--- src/rtl/sdaci_cfg.svh ---
`ifndef SDACI_CFG_SVH
`define SDACI_CFG_SVH

// word framing
`define SDACI_WORD_BITS 16
`define SDACI_CNT_W 5
`define SDACI_MIDSCALE 16'h8000

// register byte addresses
`define SDACI_ADDR_CTRL 8'h00
`define SDACI_ADDR_STATUS 8'h04
`define SDACI_ADDR_INREG 8'h08
`define SDACI_ADDR_DACREG 8'h0c
`define SDACI_ADDR_OUTCODE 8'h10

// control fields
`define SDACI_CTRL_GND_BIT 0
`define SDACI_CTRL_RST 1'b0

// status fields
`define SDACI_ST_FRAME_BIT 0
`define SDACI_ST_ZERO_BIT 1
`define SDACI_ST_PD_BIT 2
`define SDACI_ST_SDO_BIT 3
`define SDACI_ST_GND_BIT 4
`define SDACI_ST_CNT_LSB 8

// bus answers
`define SDACI_RESP_OKAY 2'b00
`define SDACI_RESP_SLVERR 2'b10

`endif

--- src/rtl/sdaci_pkg.sv ---
package sdaci_pkg;

	// pin group, sampled together through the synchronisers
	typedef struct packed {
		logic sync_n;
		logic sclk;
		logic serial_in;
		logic load_output_n;
		logic zero_output_n;
		logic low_power_n;
		logic serial_out_i;
	} sdaci_pins_type;

	typedef enum logic [1:0] {
		SDACI_IDLE  = 2'b01,
		SDACI_FRAME = 2'b10
	} sdaci_state_type;

endpackage : sdaci_pkg

--- src/rtl/sdaci_top.sv ---
`timescale 1ns/100ps
`include "sdaci_cfg.svh"

module sdaci_top (
	input  wire logic                    core_clk,
	input  wire logic                    rst,
	input  wire sdaci_pkg::sdaci_pins_type pins,
	output logic                         serial_out_o,
	output logic                         serial_out_oe,
	output logic [15:0]                  vout_code,
	output logic                         vout_ground,
	input  wire logic                    awvalid,
	output logic                         awready,
	input  wire logic [7:0]              awaddr,
	input  wire logic                    wvalid,
	output logic                         wready,
	input  wire logic [31:0]             wdata,
	input  wire logic [3:0]              wstrb,
	output logic                         bvalid,
	input  wire logic                    bready,
	output logic [1:0]                   bresp,
	input  wire logic                    arvalid,
	output logic                         arready,
	input  wire logic [7:0]              araddr,
	output logic                         rvalid,
	input  wire logic                    rready,
	output logic [31:0]                  rdata,
	output logic [1:0]                   rresp
);
	import sdaci_pkg::*;

	function automatic logic fell(input logic p, input logic c);
		return p & ~c;
	endfunction : fell
	function automatic logic rose(input logic p, input logic c);
		return ~p & c;
	endfunction : rose
	function automatic logic addr_known(input logic [7:0] a);
		return (a == `SDACI_ADDR_CTRL) || (a == `SDACI_ADDR_STATUS) ||
			(a == `SDACI_ADDR_INREG) || (a == `SDACI_ADDR_DACREG) ||
			(a == `SDACI_ADDR_OUTCODE);
	endfunction : addr_known

	sdaci_pins_type              s1_ff;
	sdaci_pins_type              s2_ff;
	sdaci_pins_type              s3_ff;
	sdaci_pins_type              cur_ff;
	sdaci_pins_type              prv_ff;
	sdaci_state_type             st_ff;
	logic [15:0]                 sr_ff;
	logic [15:0]                 nxt_sr;
	logic [`SDACI_CNT_W-1:0]     cnt_ff;
	logic [15:0]                 in_ff;
	logic [15:0]                 dac_ff;
	logic                        zero_ff;
	logic                        gnd_ff;
	logic [15:0]                 code_ff;
	logic                        oe_ff;
	logic                        force_gnd_ff;
	logic                        sync_fall;
	logic                        sync_rise;
	logic                        sclk_fall;
	logic                        load_output_n_fall;
	logic                        clr_fall;
	logic                        in_frame;
	logic                        shift_en;
	logic                        full;
	logic                        word_end;
	logic                        sync_load;
	logic                        async_load;
	logic                        ground;
	logic                        aw_ok_ff;
	logic [7:0]                  aw_addr_ff;
	logic                        w_ok_ff;
	logic [31:0]                 w_data_ff;
	logic                        w_lane0_ff;
	logic                        bvalid_ff;
	logic [1:0]                  bresp_ff;
	logic                        rvalid_ff;
	logic [31:0]                 rdata_ff;
	logic [1:0]                  rresp_ff;
	logic                        do_wr;
	logic [31:0]                 rd_word;
	logic [31:0]                 status_word;

	// pin synchronisers: a level counts once stages two and three agree
	always_ff @(posedge core_clk) begin
		if (rst) begin
			s1_ff <= '1;
			s2_ff <= '1;
			s3_ff <= '1;
		end else begin
			s1_ff <= pins;
			s2_ff <= s1_ff;
			s3_ff <= s2_ff;
		end
	end

	always_ff @(posedge core_clk) begin
		if (rst) begin
			cur_ff <= '1;
			prv_ff <= '1;
		end else begin
			cur_ff <= (s3_ff & ~(s2_ff ^ s3_ff)) | (cur_ff & (s2_ff ^ s3_ff));
			prv_ff <= cur_ff;
		end
	end

	assign sync_fall = fell(prv_ff.sync_n, cur_ff.sync_n);
	assign sync_rise = rose(prv_ff.sync_n, cur_ff.sync_n);
	assign sclk_fall = fell(prv_ff.sclk, cur_ff.sclk);
	assign load_output_n_fall = fell(prv_ff.load_output_n, cur_ff.load_output_n);
	assign clr_fall  = fell(prv_ff.zero_output_n, cur_ff.zero_output_n);
	always_ff @(posedge core_clk) begin
		if (rst) begin
			st_ff <= SDACI_IDLE;
		end else begin
			case (st_ff)
				SDACI_IDLE: begin
					if (sync_fall) begin
						st_ff <= SDACI_FRAME;
					end
				end
				SDACI_FRAME: begin
					if (sync_rise) begin
						st_ff <= SDACI_IDLE;
					end
				end
				default: begin
					st_ff <= SDACI_IDLE;
				end
			endcase
		end
	end
	assign in_frame = (st_ff == SDACI_FRAME);
	// a clock fall in the frame's closing cycle is ignored
	assign shift_en = in_frame && sclk_fall && !sync_rise;
	assign full     = (cnt_ff == `SDACI_CNT_W'(`SDACI_WORD_BITS));
	assign word_end = in_frame && sync_rise && full;
	// frame start loads the DAC register for readback
	always_comb begin
		nxt_sr = sr_ff;
		if (sync_fall) begin
			nxt_sr = dac_ff;
		end else if (shift_en) begin
			nxt_sr = {sr_ff[14:0], cur_ff.serial_in};
		end
	end
	always_ff @(posedge core_clk) begin
		if (rst) begin
			sr_ff <= `SDACI_MIDSCALE;
		end else begin
			sr_ff <= nxt_sr;
		end
	end
	// count saturates: a longer frame keeps the last sixteen bits
	always_ff @(posedge core_clk) begin
		if (rst) begin
			cnt_ff <= '0;
		end else if (sync_fall) begin
			cnt_ff <= '0;
		end else if (shift_en && !full) begin
			cnt_ff <= cnt_ff + `SDACI_CNT_W'(1);
		end
	end
	// a short frame never reaches here
	always_ff @(posedge core_clk) begin
		if (rst) begin
			in_ff <= `SDACI_MIDSCALE;
		end else if (word_end) begin
			in_ff <= sr_ff;
		end
	end
	assign sync_load  = word_end && !cur_ff.load_output_n;
	// asynchronous update while frame is idle
	assign async_load = load_output_n_fall && !in_frame && cur_ff.sync_n;

	// clear and power-down do not block register writes
	always_ff @(posedge core_clk) begin
		if (rst) begin
			dac_ff <= `SDACI_MIDSCALE;
		end else if (sync_load) begin
			dac_ff <= sr_ff;
		end else if (async_load) begin
			dac_ff <= in_ff;
		end
	end
	// clear latch: set wins, released by the next strobe low
	always_ff @(posedge core_clk) begin
		if (rst) begin
			zero_ff <= 1'b0;
		end else if (!cur_ff.zero_output_n) begin
			zero_ff <= 1'b1;
		end else if (load_output_n_fall || sync_load) begin
			zero_ff <= 1'b0;
		end
	end
	assign ground = force_gnd_ff || zero_ff || !cur_ff.zero_output_n ||
		!cur_ff.low_power_n;
	// straight binary: midscale is zero volts
	// output at ground while in reset
	always_ff @(posedge core_clk) begin
		if (rst) begin
			gnd_ff  <= 1'b1;
			code_ff <= `SDACI_MIDSCALE;
		end else begin
			gnd_ff  <= ground;
			code_ff <= ground ? `SDACI_MIDSCALE : dac_ff;
		end
	end

	// bits leaving the top ripple out here
	always_ff @(posedge core_clk) begin
		if (rst) begin
			oe_ff <= 1'b0;
		end else begin
			oe_ff <= !nxt_sr[15] && cur_ff.low_power_n;
		end
	end

	assign serial_out_o  = 1'b0;
	assign serial_out_oe = oe_ff;
	assign vout_code     = code_ff;
	assign vout_ground   = gnd_ff;

	// bus write side: address and data taken in either order
	assign awready = !aw_ok_ff && !bvalid_ff;
	assign wready  = !w_ok_ff && !bvalid_ff;
	assign do_wr   = aw_ok_ff && w_ok_ff && !bvalid_ff;

	always_ff @(posedge core_clk) begin
		if (rst) begin
			aw_ok_ff   <= 1'b0;
			aw_addr_ff <= '0;
		end else if (awvalid && awready) begin
			aw_ok_ff   <= 1'b1;
			aw_addr_ff <= awaddr;
		end else if (do_wr) begin
			aw_ok_ff   <= 1'b0;
		end
	end

	always_ff @(posedge core_clk) begin
		if (rst) begin
			w_ok_ff    <= 1'b0;
			w_data_ff  <= '0;
			w_lane0_ff <= 1'b0;
		end else if (wvalid && wready) begin
			w_ok_ff    <= 1'b1;
			w_data_ff  <= wdata;
			w_lane0_ff <= wstrb[0];
		end else if (do_wr) begin
			w_ok_ff    <= 1'b0;
		end
	end

	always_ff @(posedge core_clk) begin
		if (rst) begin
			bvalid_ff <= 1'b0;
			bresp_ff  <= `SDACI_RESP_OKAY;
		end else if (do_wr) begin
			bvalid_ff <= 1'b1;
			bresp_ff  <= addr_known(aw_addr_ff) ? `SDACI_RESP_OKAY : `SDACI_RESP_SLVERR;
		end else if (bready) begin
			bvalid_ff <= 1'b0;
		end
	end

	// only the control word is writable; the rest ignore writes
	always_ff @(posedge core_clk) begin
		if (rst) begin
			force_gnd_ff <= `SDACI_CTRL_RST;
		end else if (do_wr && w_lane0_ff && aw_addr_ff == `SDACI_ADDR_CTRL) begin
			force_gnd_ff <= w_data_ff[`SDACI_CTRL_GND_BIT];
		end
	end

	assign bvalid = bvalid_ff;
	assign bresp  = bresp_ff;

	always_comb begin
		status_word = '0;
		status_word[`SDACI_ST_FRAME_BIT] = in_frame;
		status_word[`SDACI_ST_ZERO_BIT]  = zero_ff;
		status_word[`SDACI_ST_PD_BIT]    = !cur_ff.low_power_n;
		status_word[`SDACI_ST_SDO_BIT]   = cur_ff.serial_out_i;
		status_word[`SDACI_ST_GND_BIT]   = gnd_ff;
		status_word[`SDACI_ST_CNT_LSB +: `SDACI_CNT_W] = cnt_ff;
	end

	always_comb begin
		case (araddr)
			`SDACI_ADDR_CTRL: begin
				rd_word = {31'h0, force_gnd_ff};
			end
			`SDACI_ADDR_STATUS: begin
				rd_word = status_word;
			end
			`SDACI_ADDR_INREG: begin
				rd_word = {16'h0, in_ff};
			end
			`SDACI_ADDR_DACREG: begin
				rd_word = {16'h0, dac_ff};
			end
			`SDACI_ADDR_OUTCODE: begin
				rd_word = {16'h0, code_ff};
			end
			default: begin
				rd_word = '0;
			end
		endcase
	end

	assign arready = !rvalid_ff;

	always_ff @(posedge core_clk) begin
		if (rst) begin
			rvalid_ff <= 1'b0;
			rdata_ff  <= '0;
			rresp_ff  <= `SDACI_RESP_OKAY;
		end else if (arvalid && arready) begin
			rvalid_ff <= 1'b1;
			rdata_ff  <= rd_word;
			rresp_ff  <= addr_known(araddr) ? `SDACI_RESP_OKAY : `SDACI_RESP_SLVERR;
		end else if (rready) begin
			rvalid_ff <= 1'b0;
		end
	end

	assign rvalid = rvalid_ff;
	assign rdata  = rdata_ff;
	assign rresp  = rresp_ff;
endmodule : sdaci_top

--- config.mk ---
export PLATFORM = sky130hd
export DESIGN_NAME = sdaci_top
export DESIGN_NICKNAME = d
export VERILOG_FILES = /design/src/rtl/sdaci_pkg.sv /design/src/rtl/sdaci_top.sv
export VERILOG_INCLUDE_DIRS = /design/src /design/src/rtl
export SDC_FILE = /design/constraint.sdc
export NUM_CORES = 1
export LEC_CHECK = 0
export BUFFER_PORTS_ARGS = -buffer_cell sky130_fd_sc_hd__buf_2
export CORE_ASPECT_RATIO = 0.75
export CORE_MARGIN = 3
export CORE_UTILIZATION = 48
export DETAILED_ROUTE_END_ITERATION = 16
export MAX_ROUTING_LAYER = met4
export PLACE_DENSITY = 0.78
export SYNTH_ARGS = -nofsm -noshare
export SYNTH_HDL_FRONTEND = slang
export SYNTH_SLANG_ARGS = --single-unit
export TNS_END_PERCENT = 50
--- constraint.sdc ---
create_clock -name core_clk -period 1.9 [get_ports core_clk]
set_clock_uncertainty 0.15 [all_clocks]
set_input_delay 0.38 -clock core_clk [delete_from_list [all_inputs] [get_ports core_clk]]
set_output_delay 0.38 -clock core_clk [all_outputs]
set_load 0.03 [all_outputs]
==> results.py, run 1 <==
metrics = {
    "layout": {
        "syn_to_final_growth_pct": 22.67,
        "most-common-layout-cells": "dfxtp_1 (138), buf_2 (72), mux2i_1 (61), nor2_1 (60), a21oi_1 (35)",
        "fin_nets": 725,
        "mostFrequentLayoutCell": "dfxtp_1",
        "diodes": 0,
        "drive_above_1_share_pct": 25.22,
    },
    "grt": {
        "antenna_found_initial": 0,
        "grt_start_max_net_pins": 41,
        "globalRouteOverflowTotal": 0,
        "grt_pass1_wl_mm": 20.85,
        "grt_pass1_vias": 4155,
        "track_usage_pct": 20.96,
    },
    "worst_hold_path": {
        "hold_path.class": "in2reg",
        "hold_end": "aw_addr_ff[2]$_SDFFE_PP0P_",
        "hp-start": "awaddr[2]",
        "hold_path_depth": 3,
    },
    "critical_path": {
        "cp.arrival_ns": 1.20,
        "cp.required_ns": 1.37,
        "cp-start-kind": "flop",
        "end_kind": "primary output",
        "crit_type": "reg2out",
        "r2r_end": "dac_ff[11]$_SDFFE_PP0P_",
        "path_max_fanout": 7,
        "ff2ff_path_depth": 7,
        "r2r_slack_ns": 0.18,
        "r2r-start": "cnt_ff[0]$_SDFFE_PP0P_",
    },
    "clocking": {
        "root_buffer": "clkbuf_16",
        "worstSkewPairLatency_ns": 0.41,
        "clk_pin_slew_ns": 0.06,
        "clockBufferDepth": 2,
        "cts_max_level": 4,
        "clkSinkCount": 138,
        "cts_tree": "built",
        "cts_buffers": 17,
    },
    "detailed_routing": {
        "drc_errors": 0,
        "route.antenna.remaining_nets": 0,
        "avgRoutedWirePerCell_um": 15.68,
        "drtPass1Iterations": 4,
        "drt-initial-drc-count": 214,
        "vias": 4377,
        "wirelength_mm": 12.70,
        "vias_per_cell": 5.404,
    },
    "timing": {
        "finalCritPeriodShare_pct": 90.89,
        "setup_slack_ns": 0.1731,
        "hold_viol_final": 0,
        "max_clock_freq_ghz": 0.5791,
        "fin_setup_tns_ns": 0,
        "final-setup-viol-count": 0,
        "min_period_ns": 1.727,
        "rsz0062_at_grt": "no",
        "maxSlewViolCount": 0,
        "slew_headroom_pct": 39.35,
        "tightestPinTransition_ns": 0.9065,
    },
    "synthesis": {
        "syn_inst": 570,
        "synth_top_area_share_pct": 49.81,
        "synth_xor_area_share_pct": 0.1579,
        "muxShareOfSynthArea_pct": 13.04,
        "synth-compound-area-share_pct": 13.51,
        "ys_ff_latch": 138,
        "syn_area_per_cell_um2": 9.731,
        "synth_adder_area_share_pct": 0.4512,
        "synth_cell_types": 52,
        "netlist_top_cells_area": "dfxtp_1 (50%), mux2i_1 (11%), nor2_1 (4.1%), a21oi_1 (3.2%), or2_2 (2.7%)",
        "netlist_area_um2": 5547,
        "seq_area_frac_synth_pct": 49.81,
        "synthSimpleGateAreaFrac_pct": 16.65,
        "synth_top_area_cell": "dfxtp_1",
        "synth_top_family_by_area": "simple AND/OR/NAND/NOR gates",
        "ys_warn_count": 0,
    },
    "floorplan": {
        "start_util_pct": 49.94,
        "die_width_um": 130.1,
        "die_h_um": 99.10,
        "core.rowCount": 33,
        "die_area_um2": 12890,
        "io_pins": 126,
        "coreArea_um2": 11110,
    },
    "power_and_ir_drop": {
        "combPwrFrac_pct": 5.1,
        "p_int_w": 0.005185,
        "power_switching_w": 0.001620,
        "power.share.sequential_pct": 43.6,
        "power_switching_share_pct": 23.81,
        "p_leak_nw": 2.983,
        "clockPowerShare_pct": 51.3,
        "peakVddDrop_v": 0.0005989,
        "powerDensity_nw_per_um2": 1000,
    },
    "outcome": {
        "status": "completed",
    },
    "place": {
        "place.gp.congestion": 0.8626,
        "place_hpwl_mm": 8.746,
        "io_buffers": 72,
        "dp_slack_ns": -0.05757,
    },
    "flow_run": {
        "drv_cap": 0,
    },
}
[worst max-delay path by stage]
stage	start	depth (start not counted)	slack, ns	endpoint
2_1_floorplan	araddr[3]	6	0.06	rdata[10]$_SDFFE_PP0P_
3_3_place_gp	araddr[3]	4	0.01	rdata[10]$_SDFFE_PP0P_
3_5_place_dp	araddr[3]	4	-0.06	rdata[10]$_SDFFE_PP0P_
4_1_cts	rvalid$_SDFFE_PP0P_	4	0.1	rdata[10]$_SDFFE_PP0P_
5_1_grt	cnt_ff[0]$_SDFFE_PP0P_	7	0.04	dac_ff[11]$_SDFFE_PP0P_
6_report	bvalid$_SDFFE_PP0P_	2	0.17	awready
[logic make-up after synthesis]
| group | after synthesis |
|---|---|
| xor gates and xnor gates | 1 |
| other | 1 |
| muxes | 71 |
| adders and majority gates | 2 |
| and+or+nand+nor | 175 |
| buffers and inverters | 64 |
| AOI/OAI and AO/OA | 118 |
| DFF | 138 |
[layer usage]
layer / global-route usage [%] / vias up / wire length (µm)
met2: 31.76 / 140 / 5778
met3: 5.797 / 13 / 866
met1: 27.70 / 2090 / 5925
met4: 5.751 / 0 / 129
met5: - / - / 0
li1: - / 2134 / -
[cell usage after synthesis, drive strengths merged]
cell type    n
a211oi      16
a21boi       1
a21o         1
a21oi       35
a221o        9
a221oi       2
a22oi        8
a2bb2oi      6
a31oi        2
and2        18
and3         3
and4bb       1
buf         27
clkbuf      26
conb         1
dfxtp      138
ha           2
inv         11
mux2        10
mux2i       61
nand2       29
nand2b       6
nand3        5
nand3b       1
nand4        3
nand4b       1
nor2        60
nor2b        7
nor3         6
nor3b        3
nor4         3
o211a        1
o211ai       2
o21a         1
o21ai       33
o32ai        1
or2         24
or3          3
or4          1
or4b         1
xnor2        1
[critical path, stage by stage, from the launching register on]
cell and delay, ns:
dfxtp_1 0.36, nor2_1 0.19, buf_2 0.23
[stage by stage]
step                      utilization (%)  instance area, µm²  power (W)  hold slack, ns  cells
after floorplan                         -                5614   0.003280          0.2395    588
after global routing                61.26                6804   0.007022         0.04090    810
after CTS                           61.24                6802   0.006844         0.03842    810
after detailed placement            54.82                6088   0.003359          0.2470    770
final                               61.26                6804   0.006805         0.05124    810
after global placement              54.82                6088   0.003346          0.2439    770
[flip-flops by register name, indices dropped and copies added, names as in the netlist, 2 cells and up, named ones only]
signal      flops
dac_ff         16
in_ff          16
rdata          16
sr_ff          16
vout_code      16
aw_addr_ff      8
s1_ff           7
s2_ff           7
s3_ff           7
cnt_ff          5
prv_ff          3
st_ff           2
[power groups by stage]
stage	Sequential [W]	Clock (W)	Combinational [W]
after floorplan	0.00304	0	0.000243
after global placement	0.00303	0	0.000319
after detailed placement	0.00303	0	0.000329
after CTS	0.00297	0.00353	0.000343
after global routing	0.00297	0.00368	0.000376
final	0.00297	0.00349	0.000344
[cell type report]
cell class / count / area (µm²)
Multi-Input combinational cell: 386 / 2504
Sequential cell: 138 / 2763
Clock inverter: 15 / 207.7
Inverter: 11 / 41.29
Timing Repair Buffer: 103 / 688.2
Fill cell: 874 / 4303
Clock buffer: 17 / 425.4
Tap cell: 140 / 175.2
[timing repair]
item	CTS	global route
setup buffers	0	0
setup endpoints to repair	0	9
endpoints found under the hold margin	8	0
gates resized for setup	0	1
hold buffers	8	0
Power figures use the tool's default switching activity.
==> run 2: changes to the inputs <==
--- a/config.mk
+++ b/config.mk
@@ -6,13 +6,13 @@
 export SDC_FILE = /design/constraint.sdc
 export NUM_CORES = 1
 export LEC_CHECK = 0
-export BUFFER_PORTS_ARGS = -buffer_cell sky130_fd_sc_hd__buf_2
 export CORE_ASPECT_RATIO = 0.75
 export CORE_MARGIN = 3
-export CORE_UTILIZATION = 48
+export CORE_UTILIZATION = 56
 export DETAILED_ROUTE_END_ITERATION = 16
+export DONT_BUFFER_PORTS = 1
 export MAX_ROUTING_LAYER = met4
-export PLACE_DENSITY = 0.78
+export PLACE_DENSITY = 0.77
 export SYNTH_ARGS = -nofsm -noshare
 export SYNTH_HDL_FRONTEND = slang
 export SYNTH_SLANG_ARGS = --single-unit
==> run 2 against run 1 <==
Effect of this change: count of clock-buffer cells in the layout up 1; worst hold slack lost 0.047 ns; critical path depth is 1 higher; non-clock buffer count shrank 62; critical endpoint unchanged; wire length increased by 0.48%; power shrank 1.0%; maximum frequency fell by 4.0%; register-to-register slack lost 0.05 ns; setup slack lost 0.071 ns; sequential power hardly changed.
==> results.py, run 2 (same netlist as run 1, synthesis figures left out) <==
metrics = {
    "layout": {
        "final_util_pct": 69.95,
        "diodes": 0,
        "syn_to_final_growth_pct": 17.87,
        "mostFrequentLayoutCell": "dfxtp_1",
        "most-common-layout-cells": "dfxtp_1 (138), mux2i_1 (61), nor2_1 (60), a21oi_1 (35)",
        "stdcell_count": 736,
        "fin_nets": 663,
        "drive_above_1_share_pct": 15.46,
    },
    "detailed_routing": {
        "vias_per_cell": 5.713,
        "drtPass1Iterations": 4,
        "wirelength_mm": 12.76,
        "drt-initial-drc-count": 365,
        "vias": 4205,
        "route.antenna.remaining_nets": 0,
        "avgRoutedWirePerCell_um": 17.34,
        "drc_errors": 0,
    },
    "timing": {
        "final-setup-viol-count": 0,
        "min_period_ns": 1.798,
        "maxSlewViolCount": 0,
        "setup_slack_ns": 0.1020,
        "hold_viol_final": 0,
        "slew_headroom_pct": 41.45,
        "tightestPinTransition_ns": 0.8750,
        "rsz0062_at_grt": "no",
        "finalCritPeriodShare_pct": 94.63,
        "max_clock_freq_ghz": 0.5562,
        "hold_slack_ns": 0.003903,
        "fin_setup_tns_ns": 0,
    },
    "grt": {
        "use_met1_pct": 30.83,
        "groute.layer.met3.usage_pct": 8.385,
        "globalRouteOverflowTotal": 0,
        "track_usage_pct": 23.97,
        "antenna_found_initial": 0,
        "grt-busiest-layer": "met2",
        "grt_start_max_net_pins": 76,
        "grt_pass1_wl_mm": 20.31,
        "grt_util_met2_pct": 36.01,
        "grt_pass1_vias": 3990,
    },
    "clocking": {
        "cts_max_level": 4,
        "clk_pin_slew_ns": 0.07,
        "clkSinkCount": 138,
        "cts_tree": "built",
        "root_buffer": "clkbuf_16",
        "worstSkewPairLatency_ns": 0.42,
        "clockBufferDepth": 2,
        "cts_buffers": 17,
    },
    "floorplan": {
        "die_h_um": 92.19,
        "core.rowCount": 30,
        "die_area_um2": 11150,
        "io_pins": 126,
        "coreArea_um2": 9346,
        "die_width_um": 120.9,
        "start_util_pct": 59.34,
    },
    "place": {
        "place_hpwl_mm": 8.030,
        "dp_cells": 682,
        "io_buffers": 0,
        "dp_slack_ns": 0.1459,
        "place.gp.congestion": 0.8689,
    },
    "critical_path": {
        "r2r_slack_ns": 0.13,
        "cp.arrival_ns": 1.27,
        "crit_chain": "buf_4 > nor2_1 > buf_4",
        "slowest_delay_ns": 0.31,
        "cp_slowest_cell": "dfxtp_1",
        "cp.required_ns": 1.37,
        "ff2ff_path_depth": 7,
        "path_depth": 3,
        "r2r-start": "cnt_ff[0]$_SDFFE_PP0P_",
        "path_common_cell": "buf_4",
        "path_max_fanout": 6,
        "crit_type": "reg2out",
        "crit_path_end": "awready",
        "end_kind": "primary output",
        "worstPathBufferInverterCount": 2,
        "r2r_end": "dac_ff[3]$_SDFFE_PP0P_",
        "crit_start": "bvalid$_SDFFE_PP0P_",
        "path_delay_family": "buffers and inverters",
        "cp-start-kind": "flop",
    },
    "power_and_ir_drop": {
        "p_leak_nw": 2.688,
        "powerDensity_nw_per_um2": 1030,
        "peakVddDrop_v": 0.0008873,
    },
    "worst_hold_path": {
        "hold_path.class": "in2reg",
        "hp-start": "wdata[0]",
    },
    "flow_run": {
        "drv_cap": 0,
    },
    "outcome": {
        "status": "completed",
    },
}
[run 2: cell types whose count changed in the layout (fill, tap and decap cells not counted), moves of 2 or more]
cell           delta
buf_2            -72
buf_4             -3
dlygate4sd3_1    +13
inv_8             -2
[run 2: layer usage]
layer | wire (µm) | share of wire (%) | vias up
li1 | - | - | 2003
met5 | 0 | 0 | -
met4 | 76 | 0.60 | 0
met2 | 5872 | 46 | 198
met1 | 5649 | 44 | 1994
met3 | 1162 | 9.1 | 10
[run 2: repair_timing]
item / in CTS / in global routing
hold buffers: 21 / 1
hold endpoints to repair: 75 / 1
resized for setup: 0 / 1
buffers inserted: 0 / 0
endpoints found under the setup margin: 0 / 1
[run 2: area by class of cell]
class | instances | area, µm²
fillers | 639 | 2809
flip-flops and latches | 138 | 2763
multi-input cells | 386 | 2506
repair buffers | 41 | 442.9
clock buffers | 18 | 439.2
clock inverters | 14 | 185.2
well taps | 128 | 160.2
inverters | 11 | 41.29
[run 2: power breakdown]
group / total, W / switching, W / internal, W / leakage [nW]
sequential: 0.00297 / 0.0000342 / 0.00294 / 1.12
clock: 0.00346 / 0.00133 / 0.00213 / 0.296
combinational: 0.000302 / 0.000191 / 0.000112 / 1.27
total: 0.00673 / 0.00155 / 0.00518 / 2.69
[run 2: per-stage QoR]
step                      cell area, µm²  total power (W)
after global routing                6538         0.006912
after floorplan                     5614         0.003280
after detailed placement            5670         0.003269
final                               6538         0.006734
after global placement              5670         0.003260
after CTS                           6523         0.006746
[run 2: worst register-to-register path, delay by kind of cell (launching register included)]
| kind | cells | cell delay, ns |
|---|---|---|
| compound gates | 1 | 0.23 |
| fa+ha+maj | 1 | 0.21 |
| buf+inv | 2 | 0.25 |
| flops | 1 | 0.33 |
| simple gates | 3 | 0.51 |
[run 2: how the worst min path moves through the flow]
| stage | endpoint | slack [ns] | cells past startpoint |
|---|---|---|---|
| 2_1_floorplan | s2_ff[0]$_SDFF_PP1_ | 0.24 | 1 |
| 3_3_place_gp | s2_ff[3]$_SDFF_PP1_ | 0.25 | 1 |
| 3_5_place_dp | s2_ff[2]$_SDFF_PP1_ | 0.25 | 1 |
| 4_1_cts | w_data_ff[0]$_SDFFE_PP0P_ | 0.00009 | 2 |
| 5_1_grt | w_data_ff[0]$_SDFFE_PP0P_ | 0.02 | 2 |
| 6_report | w_data_ff[0]$_SDFFE_PP0P_ | 0.004 | 2 |
==> run 3: changes to the inputs <==
--- a/config.mk
+++ b/config.mk
@@ -7,7 +7,7 @@
 export NUM_CORES = 1
 export LEC_CHECK = 0
 export CORE_ASPECT_RATIO = 0.75
-export CORE_MARGIN = 3
+export CORE_MARGIN = 1
 export CORE_UTILIZATION = 56
 export DETAILED_ROUTE_END_ITERATION = 16
 export DONT_BUFFER_PORTS = 1
==> run 3 against run 2 <==
Effect of this change: combinational power about the same; die area is 7.5% lower; maximum frequency fell by 0.99%; critical endpoint unchanged; largest power group unchanged.
==> results.py, run 3 (same netlist as run 1, synthesis figures left out) <==
metrics = {
    "timing": {
        "finalCritPeriodShare_pct": 95.57,
        "final-setup-viol-count": 0,
        "hold_viol_final": 0,
        "slew_headroom_pct": 39.92,
        "maxSlewViolCount": 0,
        "max_clock_freq_ghz": 0.5507,
        "min_period_ns": 1.816,
        "rsz0062_at_grt": "no",
        "setup_slack_ns": 0.08415,
        "tightestPinTransition_ns": 0.8979,
        "fin_setup_tns_ns": 0,
    },
    "detailed_routing": {
        "wirelength_mm": 12.64,
        "drt-initial-drc-count": 350,
        "avgRoutedWirePerCell_um": 17.10,
        "vias_per_cell": 5.686,
        "vias": 4202,
        "drtPass1Iterations": 5,
        "route.antenna.remaining_nets": 0,
        "drc_errors": 0,
    },
    "critical_path": {
        "cp.required_ns": 1.37,
        "crit_type": "reg2out",
        "path_max_fanout": 6,
        "crit_start": "bvalid$_SDFFE_PP0P_",
        "r2r-start": "cnt_ff[0]$_SDFFE_PP0P_",
        "cp.arrival_ns": 1.29,
        "end_kind": "primary output",
        "cp-start-kind": "flop",
    },
    "layout": {
        "fin_nets": 662,
        "mostFrequentLayoutCell": "dfxtp_1",
        "syn_to_final_growth_pct": 18.14,
        "drive_above_1_share_pct": 15.32,
        "fillers": 702,
        "diodes": 0,
        "multi_input_area_um2": 2501,
        "seqCellArea_um2": 2763,
        "most-common-layout-cells": "dfxtp_1 (138), mux2i_1 (61), nor2_1 (60), a21oi_1 (35)",
    },
    "floorplan": {
        "die_width_um": 116.9,
        "core.rowCount": 31,
        "die_h_um": 88.19,
        "coreArea_um2": 9619,
        "io_pins": 126,
        "start_util_pct": 57.66,
        "die_area_um2": 10310,
    },
    "worst_hold_path": {
        "hp-start": "rst",
        "hold_path.class": "in2reg",
    },
    "clocking": {
        "root_buffer": "clkbuf_16",
        "cts_resized": 0,
        "cts_tree": "built",
        "cts_max_level": 4,
        "clkSinkCount": 138,
        "post_cts_buffers": 0,
        "cts_buffers": 17,
        "worstSkewPairLatency_ns": 0.41,
        "clk_pin_slew_ns": 0.06,
        "clockBufferDepth": 2,
    },
    "grt": {
        "track_usage_pct": 26.02,
        "antenna_found_initial": 0,
        "grt_start_max_net_pins": 77,
        "globalRouteOverflowTotal": 0,
        "grt_pass1_wl_mm": 19.53,
        "grt_pass1_vias": 4013,
    },
    "place": {
        "place_hpwl_mm": 7.600,
        "io_buffers": 0,
        "place.gp.congestion": 0.8221,
        "dp_slack_ns": 0.1769,
    },
    "outcome": {
        "status": "completed",
    },
    "power_and_ir_drop": {
        "p_total_w": 0.006930,
        "p_leak_nw": 2.693,
        "powerDensity_nw_per_um2": 1058,
        "peakVddDrop_v": 0.0006156,
    },
    "flow_run": {
        "drv_cap": 0,
    },
}
## run 3: path summary, 6_finish.rpt
check | slack [ns] | cells after the start | end
max | 0.08 | 3 | awready
min | 0.02 | 2 | dac_ff[15]$_SDFFE_PP1P_
max reg2reg | 0.14 | 7 | dac_ff[9]$_SDFFE_PP0P_
min reg2reg | 0.26 | 1 | s2_ff[3]$_SDFF_PP1_
## run 3: per-layer routing
metal / vias up / track usage, % / wire, µm
li1: 2009 / - / -
met1: 2017 / 31.74 / 5658
met2: 159 / 41.26 / 5856
met3: 17 / 7.820 / 942
met4: 0 / 8.400 / 179
met5: - / - / 0
## run 3: where the power goes
group | internal (W) | leakage (nW) | total [W] | switching, W
sequential | 0.00294 | 1.12 | 0.00297 | 0.0000347
combinational | 0.000110 | 1.26 | 0.000302 | 0.000192
clock | 0.00235 | 0.313 | 0.00365 | 0.00130
total | 0.00540 | 2.69 | 0.00693 | 0.00153
## run 3: through the flow
stage	hold WS, ns	std cells	util [%]	instance area [µm²]
CTS	0.007655	739	68.12	6553
global placement	0.2457	686	58.87	5663
global route	0.01987	739	68.12	6553
detailed placement	0.2463	686	58.87	5663
floorplan	0.2395	588	-	5614
finish	0.01886	739	68.12	6553
## run 3: final cells by class
class | count | share of cell area [%]
clock inverters | 15 | 3.609
multi-input cells | 386 | 38.17
well taps | 132 | 2.521
flip-flops and latches | 138 | 42.16
clock buffers | 17 | 6.492
repair buffers | 40 | 6.416
inverters | 11 | 0.6301
## run 3: worst max-delay path, stage by stage, from the launching register on
cell and delay [ns]:
dfxtp_1 0.32, buf_4 0.18, nor2_1 0.18, buf_4 0.19
## run 3: timing repair
action,in CTS,in global routing
hold endpoints to repair,76,0
endpoints found under the setup margin,0,0
hold buffers,21,0
